[src/design/touch_adc_params.svh]
`ifndef TOUCH_ADC_PARAMS_SVH
`define TOUCH_ADC_PARAMS_SVH
// How it works
// - A new conversion can start every 15 serial clocks, overlapping result tail.
// - Results are unsigned straight binary, zero low, all ones full scale.
// - Eight-bit conversions end four serial clocks before twelve-bit ones.
// - Power select 11 keeps full power; 00 powers down between conversions.
// - Auto power-down covers all idle time between conversions.
// - Single-ended reference: drive switches closed only while acquiring.
// - Differential reference: switches closed through acquisition and conversion.
// - One successive-approximation decision on each serial clock rising edge.
// - Serial input ignored until a high marker bit starts a command byte.
// - Resolution bit low selects twelve bits, high selects eight bits.
// - Reference bit high selects single-ended, low selects differential.
// - After the command byte, twelve clocks convert; last bit shows one later.

// Command byte positions, counted as received bits with the marker as bit 1
`define CMD_BITS 5'h08
`define CMD_CHAN_LAST 5'h04
`define CMD_MODE_POS 5'h05
`define CMD_REF_POS 5'h06
`define CMD_PD1_POS 5'h07

// Framing
`define FRAME_CYCLES 5'h0F
`define SHORT_TRIM 5'h04

// Power select codes and reset values
`define PD_FULL 2'h3
`define PD_AUTO 2'h0
`define PD_RESET 2'h0
`define CHAN_RESET 3'h0

// Synchroniser reset pattern: serial clock, select, data, comparator
`define SYNC_RESET 4'h4
`endif

[src/design/touch_adc_pkg.sv]
package touch_adc_pkg;
  typedef enum logic [1:0] {CMD_HUNT, CMD_SHIFT, CMD_WAIT} cmd_state_t;
  typedef logic [1:0] power_sel_t;
endpackage

[src/design/pin_sync.sv]
`timescale 1ns/100ps
module pin_sync #(
  parameter int WIDTH = 1,
  parameter logic [WIDTH-1:0] RESET_VAL = '0
) (
  input wire logic core_clk,
  input wire logic resetn,
  input wire logic [WIDTH-1:0] d,
  output logic [WIDTH-1:0] q
);
  logic [WIDTH-1:0] meta_reg;

  // First stage feeds only the second stage
  always_ff @(posedge core_clk or negedge resetn) begin
    if (!resetn) begin
      meta_reg <= RESET_VAL;
      q <= RESET_VAL;
    end else begin
      meta_reg <= d;
      q <= meta_reg;
    end
  end
endmodule

[src/design/touch_adc_serial_sequencer.sv]
`timescale 1ns/100ps
`include "touch_adc_params.svh"
module touch_adc_serial_sequencer
  import touch_adc_pkg::*;
#(
  parameter int RESULT_BITS = 12
) (
  input wire logic core_clk,
  input wire logic resetn,
  input wire logic serial_clock_in,
  input wire logic cs_n,
  input wire logic din,
  input wire logic comp_in,
  output logic dout,
  output logic dout_oe,
  output logic busy,
  output logic sample_track,
  output logic switch_on,
  output logic powered,
  output logic [2:0] input_channel_select,
  output logic reference_mode_select,
  output logic eight_bit_mode,
  output logic [1:0] power_down_select,
  output logic [RESULT_BITS-1:0] sar_trial,
  output logic [RESULT_BITS-1:0] result,
  output logic result_valid
);
  if (RESULT_BITS < 9 || RESULT_BITS > 16) begin : g_bad_width
    $error("RESULT_BITS must lie between 9 and 16");
  end

  localparam logic [4:0] FULL_BITS = 5'(RESULT_BITS);
  localparam logic [4:0] SHORT_BITS = FULL_BITS - `SHORT_TRIM;
  localparam logic [4:0] FULL_GAP = `FRAME_CYCLES - `CMD_BITS;
  localparam logic [RESULT_BITS-1:0] TOP_BIT = {1'b1, {(RESULT_BITS-1){1'b0}}};

  logic sclk_s, csn_s, din_s, comp_s, sclk_d_reg, sclk_d_next;
  logic rise, fall, hunt_due, last_dec;
  logic [4:0] nbits, hunt_at, cmd_cnt_reg, cmd_cnt_next, dec_cnt_reg, dec_cnt_next;

  cmd_state_t cmd_state_reg, cmd_state_next;
  logic [2:0] chan_sh_reg, chan_sh_next, chan_reg, chan_next;
  logic mode_sh_reg, mode_sh_next, pd_hi_reg, pd_hi_next, acq_reg, acq_next;
  logic conv_run_reg, conv_run_next, last_bit_reg, last_bit_next, out_pend_reg, out_pend_next;
  logic comp_seen_reg, comp_seen_next, comp_all_reg, comp_all_next, res8_reg, res8_next;
  logic ref_sel_reg, ref_sel_next, result_valid_reg, result_valid_next, dout_reg, dout_next;
  logic dout_oe_reg, dout_oe_next, busy_reg, busy_next, switch_reg, switch_next;
  logic powered_reg, powered_next;
  logic [RESULT_BITS-1:0] mask_reg, mask_next, trial_reg, trial_next, decided;
  logic [RESULT_BITS-1:0] result_reg, result_next;
  power_sel_t pd_reg, pd_next;

  pin_sync #(.WIDTH(4), .RESET_VAL(`SYNC_RESET)) pin_sync_i (
    .core_clk(core_clk),
    .resetn(resetn),
    .d({serial_clock_in, cs_n, din, comp_in}),
    .q({sclk_s, csn_s, din_s, comp_s})
  );

  // Serial clock edges only count while the chip is selected
  assign rise = !csn_s && sclk_s && !sclk_d_reg;
  assign fall = !csn_s && !sclk_s && sclk_d_reg;
  assign nbits = res8_reg ? SHORT_BITS : FULL_BITS;
  assign hunt_at = 5'(nbits - FULL_BITS + FULL_GAP);
  assign hunt_due = 5'(dec_cnt_reg + 5'h01) >= hunt_at;
  assign last_dec = 5'(dec_cnt_reg + 5'h01) == nbits;
  assign decided = comp_s ? trial_reg : (trial_reg & ~mask_reg);

  always_comb begin
    sclk_d_next = sclk_s;
    cmd_state_next = cmd_state_reg;
    cmd_cnt_next = cmd_cnt_reg;
    chan_sh_next = chan_sh_reg;
    mode_sh_next = mode_sh_reg;
    pd_hi_next = pd_hi_reg;
    acq_next = acq_reg;
    conv_run_next = conv_run_reg;
    dec_cnt_next = dec_cnt_reg;
    mask_next = mask_reg;
    trial_next = trial_reg;
    last_bit_next = last_bit_reg;
    out_pend_next = out_pend_reg;
    comp_seen_next = comp_seen_reg;
    comp_all_next = comp_all_reg;
    res8_next = res8_reg;
    ref_sel_next = ref_sel_reg;
    chan_next = chan_reg;
    pd_next = pd_reg;
    result_next = result_reg;
    result_valid_next = 1'b0;
    dout_next = dout_reg;
    if (rise) begin
      if (conv_run_reg) begin
        dec_cnt_next = 5'(dec_cnt_reg + 5'h01);
        mask_next = mask_reg >> 1;
        last_bit_next = comp_s;
        out_pend_next = 1'b1;
        comp_seen_next = comp_seen_reg | comp_s;
        comp_all_next = comp_all_reg & comp_s;
        if (last_dec) begin
          // Short mode never reaches the low bits, so they stay zero
          trial_next = decided;
          conv_run_next = 1'b0;
          result_next = decided;
          result_valid_next = 1'b1;
        end else begin
          trial_next = decided | (mask_reg >> 1);
        end
      end
      case (cmd_state_reg)
        CMD_HUNT: begin
          if (din_s) begin
            cmd_cnt_next = 5'h01;
            cmd_state_next = CMD_SHIFT;
          end
        end
        CMD_SHIFT: begin
          cmd_cnt_next = 5'(cmd_cnt_reg + 5'h01);
          if (cmd_cnt_next <= `CMD_CHAN_LAST) begin
            chan_sh_next = {chan_sh_reg[1:0], din_s};
          end
          if (cmd_cnt_next == `CMD_MODE_POS) begin
            // New channel applies only once the previous conversion is done
            mode_sh_next = din_s;
            chan_next = chan_sh_reg;
            acq_next = 1'b1;
          end
          if (cmd_cnt_next == `CMD_REF_POS) begin
            ref_sel_next = din_s;
          end
          if (cmd_cnt_next == `CMD_PD1_POS) begin
            pd_hi_next = din_s;
          end
          if (cmd_cnt_next == `CMD_BITS) begin
            pd_next = {pd_hi_reg, din_s};
            res8_next = mode_sh_reg;
            acq_next = 1'b0;
            conv_run_next = 1'b1;
            dec_cnt_next = 5'h00;
            mask_next = TOP_BIT;
            trial_next = TOP_BIT;
            comp_seen_next = 1'b0;
            comp_all_next = 1'b1;
            cmd_state_next = CMD_WAIT;
          end
        end
        CMD_WAIT: begin
          if (!conv_run_reg || hunt_due) begin
            cmd_state_next = CMD_HUNT;
          end
        end
        default: cmd_state_next = CMD_HUNT;
      endcase
    end
    if (fall) begin
      // Low between results, as the frame tail expects
      dout_next = out_pend_reg & last_bit_reg;
      out_pend_next = 1'b0;
    end
    dout_oe_next = !csn_s;
    busy_next = conv_run_next;
    switch_next = acq_next || (conv_run_next && !ref_sel_next);
    powered_next = (pd_next == `PD_FULL) || acq_next || conv_run_next;
  end

  always_ff @(posedge core_clk or negedge resetn) begin
    if (!resetn) begin
      sclk_d_reg <= 1'b0;
      cmd_state_reg <= CMD_HUNT;
      cmd_cnt_reg <= 5'h00;
      chan_sh_reg <= `CHAN_RESET;
      mode_sh_reg <= 1'b0;
      pd_hi_reg <= 1'b0;
      acq_reg <= 1'b0;
      conv_run_reg <= 1'b0;
      dec_cnt_reg <= 5'h00;
      mask_reg <= '0;
      trial_reg <= '0;
      last_bit_reg <= 1'b0;
      out_pend_reg <= 1'b0;
      comp_seen_reg <= 1'b0;
      comp_all_reg <= 1'b0;
      res8_reg <= 1'b0;
      ref_sel_reg <= 1'b0;
      chan_reg <= `CHAN_RESET;
      pd_reg <= `PD_RESET;
      result_reg <= '0;
      result_valid_reg <= 1'b0;
      dout_reg <= 1'b0;
      dout_oe_reg <= 1'b0;
      busy_reg <= 1'b0;
      switch_reg <= 1'b0;
      powered_reg <= 1'b0;
    end else begin
      sclk_d_reg <= sclk_d_next;
      cmd_state_reg <= cmd_state_next;
      cmd_cnt_reg <= cmd_cnt_next;
      chan_sh_reg <= chan_sh_next;
      mode_sh_reg <= mode_sh_next;
      pd_hi_reg <= pd_hi_next;
      acq_reg <= acq_next;
      conv_run_reg <= conv_run_next;
      dec_cnt_reg <= dec_cnt_next;
      mask_reg <= mask_next;
      trial_reg <= trial_next;
      last_bit_reg <= last_bit_next;
      out_pend_reg <= out_pend_next;
      comp_seen_reg <= comp_seen_next;
      comp_all_reg <= comp_all_next;
      res8_reg <= res8_next;
      ref_sel_reg <= ref_sel_next;
      chan_reg <= chan_next;
      pd_reg <= pd_next;
      result_reg <= result_next;
      result_valid_reg <= result_valid_next;
      dout_reg <= dout_next;
      dout_oe_reg <= dout_oe_next;
      busy_reg <= busy_next;
      switch_reg <= switch_next;
      powered_reg <= powered_next;
    end
  end

  assign dout = dout_reg;
  assign dout_oe = dout_oe_reg;
  assign busy = busy_reg;
  assign sample_track = acq_reg;
  assign switch_on = switch_reg;
  assign powered = powered_reg;
  assign input_channel_select = chan_reg;
  assign reference_mode_select = ref_sel_reg;
  assign eight_bit_mode = res8_reg;
  assign power_down_select = pd_reg;
  assign sar_trial = trial_reg;
  assign result = result_reg;
  assign result_valid = result_valid_reg;
endmodule

[config.mk]
export PLATFORM = sky130hd
export DESIGN_NAME = touch_adc_serial_sequencer
export DESIGN_NICKNAME = d
export VERILOG_FILES = /design/src/design/touch_adc_pkg.sv /design/src/design/pin_sync.sv /design/src/design/touch_adc_serial_sequencer.sv
export VERILOG_INCLUDE_DIRS = /design/src /design/src/design
export SDC_FILE = /design/constraint.sdc
export NUM_CORES = 1
export LEC_CHECK = 0
export BUFFER_PORTS_ARGS = -buffer_cell sky130_fd_sc_hd__buf_2
export CORE_ASPECT_RATIO = 1.1
export CORE_MARGIN = 1.5
export CORE_UTILIZATION = 30
export DETAILED_ROUTE_END_ITERATION = 7
export GPL_TIMING_DRIVEN = 1
export SYNTH_ARGS = -nofsm -noshare
export SYNTH_HDL_FRONTEND = slang
export SYNTH_HIERARCHICAL = 1
export SYNTH_SLANG_ARGS = --single-unit
[constraint.sdc]
create_clock -name core_clk -period 2.61 [get_ports core_clk]
set_clock_uncertainty 0.2 [all_clocks]
set_input_delay 0.261 -clock core_clk [delete_from_list [all_inputs] [get_ports core_clk]]
set_output_delay 0.261 -clock core_clk [all_outputs]
set_load 0.01 [all_outputs]
==> impl_metrics.ini <==
[clocking]
clock_latency_ns = 0.32
cts_sinks = 78
cts_tree = built
clkTransAtPathRegs_ns = 0.06
postCtsSetupBuffers = 0
cts_buffers = 9
cts_buffer_depth = 2
clock-root-buffer = clkbuf_16
h-tree-depth = 3

[synthesis]
synthSimpleGateAreaFrac = 0.109
async_reset_ff_frac = 1.00
synth_top_family_by_area = compound AO/OA/AOI/OAI gates
yosys-top-cells-area = dfrtp_1 (57%), o21ai_0 (5.5%), nand2_1 (4.7%)
synth_common_cells = dfrtp_1 (76), nand2_1 (42), o21ai_0 (37)
synth_area_um2 = 3360
synth-xor-area-share = 0.0257
synth_ff_type = dfrtp_1
yosysTopAreaCellShare = 0.566
synth_mux_area_frac = 0.0413
synth_cell_types = 43
ys_seq_area_frac = 0.582
synth_compound_area_frac = 0.173
ys_warn_count = 6
syn_inst = 293
synth_enable_flop_cells = 0
synth_area_per_cell_um2 = 11.5
synth_top_cell_by_area = dfrtp_1
yosysMostFrequentCell = dfrtp_1
synth-seq-cells = 78
synth_nets = 307
yosys.area_share.adder = 0.0298

[routing]
ant_nets = 0
avgViaCountPerCell = 4.76
vias = 2388
drtPass1Iterations = 4
wl_mm = 6.96
drc = 0
post_drt_wl_per_cell_um = 13.9
drt_iter0_drc = 116

[final_layout]
layout-drive-gt1-share = 0.254
syn2layout_area_growth_pct = 24.5
diodes = 0
nets = 364
fin_cells = 502
fin_area_um2 = 4180
fin_util = 0.383
fillCellCount = 1091

[sta]
max_slew_margin = 0.599
hold_viol_final = 0
fin_crit_ns = 2.44
slew_violations = 0
period_share = 0.934
max_slew.worst_pin.slew_ns = 0.599
setup_viol = 0
rsz0062_at_grt = false
final.setup.tns_ns = 0
fmax_ghz = 0.410

[floorplanning]
start_util = 0.308
io_pins = 44
die_height_um = 114
core_um2 = 10900
die_width_um = 104
rows = 40
fp.dieArea_um2 = 11800

[grt]
grt_max_degree = 48
grt_pass1_wl_mm = 12.1
grt_pass1_vias = 2383
met2_usage = 0.213
grt_util_met3 = 0.0394
grt-busiest-layer = met2
grt_use_met1 = 0.162
grt_usage = 0.127
grt.overflow.total = 0
grt_antenna_before_repair = 0

[place]
hpwl_mm = 4.85
port_buffers = 43
place_area_um2 = 3790
place.gp.congestion = 0.795
dp.cells = 481

[worst_setup_path]
crit_slowest_cell = dfrtp_1
crit_arrival_ns = 2.43
worst_setup_path_end_kind = flip-flop
cpMostUsedCell = ha_1
crit_chain = ha_1, xor2_1, ha_1, nand2_1, a21oi_1, nand3_1, a21boi_1, inv_1, a2111o_1
cp-start-kind = flip-flop
required_ns = 2.61
critPathKind = reg -> reg
critPathMaxStageDelay_ns = 0.41
crit_path_max_fanout = 4

[run_status]
status = finished, final reports clean

[power]
power.density_nw_per_um2 = 779
power.total_w = 0.00326
ir_drop_v = 0.000342
leakagePower_nw = 1.96

[job]
cap_violations = 0

[hold_path]
min_path_type = reg -> reg
==> through the flow <==
stage	worst slack (ns)	hold WS, ns
2_1_floorplan	0.293	-0.235
3_3_place_gp	0.208	0.0308
3_5_place_dp	0.129	0.0361
4_1_cts	0.126	0.148
5_1_grt	0.0111	0.155
6_report	0.173	0.147
==> power by group <==
part | internal [W] | switching, W
Sequential | 0.00134 | 0.0000972
Combinational | 0.000219 | 0.000267
Clock | 0.000860 | 0.000478
Total | 0.00242 | 0.000842
==> worst paths after layout <==
kind | start | to | slack [ns] | cells past startpoint
min in group asynchronous | resetn | result[7] | 0.22 | 2
worst max-delay path | dec_cnt_reg[0] | powered | 0.17 | 9
worst min-delay path | pin_sync_i/meta_reg[3] | pin_sync_i/q[3] | 0.15 | 0
max in group asynchronous | resetn | pin_sync_i/meta_reg[2] | 1.34 | 3
worst max register to register | dec_cnt_reg[0] | powered | 0.17 | 9
worst min register to register | pin_sync_i/meta_reg[3] | pin_sync_i/q[3] | 0.15 | 0
==> cells in the final DEF, fill, tap and decap left out, types with 2 or more instances in the layout <==
master	netlist	final
a31oi_1	2	2
dlygate4sd3_1	0	5
buf_4	0	10
a21boi_0	3	2
ha_1	8	8
o21ai_0	37	37
a22o_1	11	11
or3_1	2	2
buf_2	3	42
a21boi_1	1	2
o2bb2ai_1	2	2
and3b_1	2	2
and2_1	3	3
dfrtp_1	76	76
a32o_1	13	13
mux2_2	11	11
clkbuf_16	0	9
bufinv_16	0	2
dfstp_2	2	2
nor3_1	2	2
xor2_1	4	4
nor2_1	4	4
xnor2_1	4	4
nand2_1	42	42
inv_1	21	21
clkinv_2	0	2
a2111o_1	2	2
nand3_1	10	10
clkinvlp_4	0	2
a21oi_1	2	2
==> worst max-delay path, delay by kind of cell (launching register included) <==
family,cells,cell delay (ns)
compound gates,3,0.72
xor+xnor,1,0.16
fa+ha+maj,2,0.58
buf+inv,1,0.07
flops,1,0.41
simple gates,2,0.17
==> what timing repair did <==
action                                 CTS  global route
endpoints found under the hold margin   35             0
hold buffers                             5             0
gates resized for setup                  0             3
setup endpoints to repair                0            13
==> metal layers <==
layer | part of all wire | up-vias
li1 | - | 1150
met1 | 0.46 | 1182
met2 | 0.50 | 52
met3 | 0.034 | 4
met4 | 0.0039 | 0
met5 | 0 | -
==> cell families after synthesis <==
kind of cell | count (synthesis)
simple gates | 71
compound gates | 82
xor+xnor | 9
flops | 78
fa+ha+maj | 8
buf+inv | 33
mux | 12
==> final cells by class <==
type / instances / area [um2] / share of cell area
Sequential cell: 78 / 1950 / 0.467
Multi-Input combinational cell: 182 / 1290 / 0.308
Timing Repair Buffer: 58 / 355 / 0.0849
Clock buffer: 10 / 239 / 0.0571
Tap cell: 147 / 184 / 0.0440
Clock inverter: 6 / 85.1 / 0.0203
Inverter: 21 / 78.8 / 0.0188
Note: power is estimated with default switching activity, not from simulation.
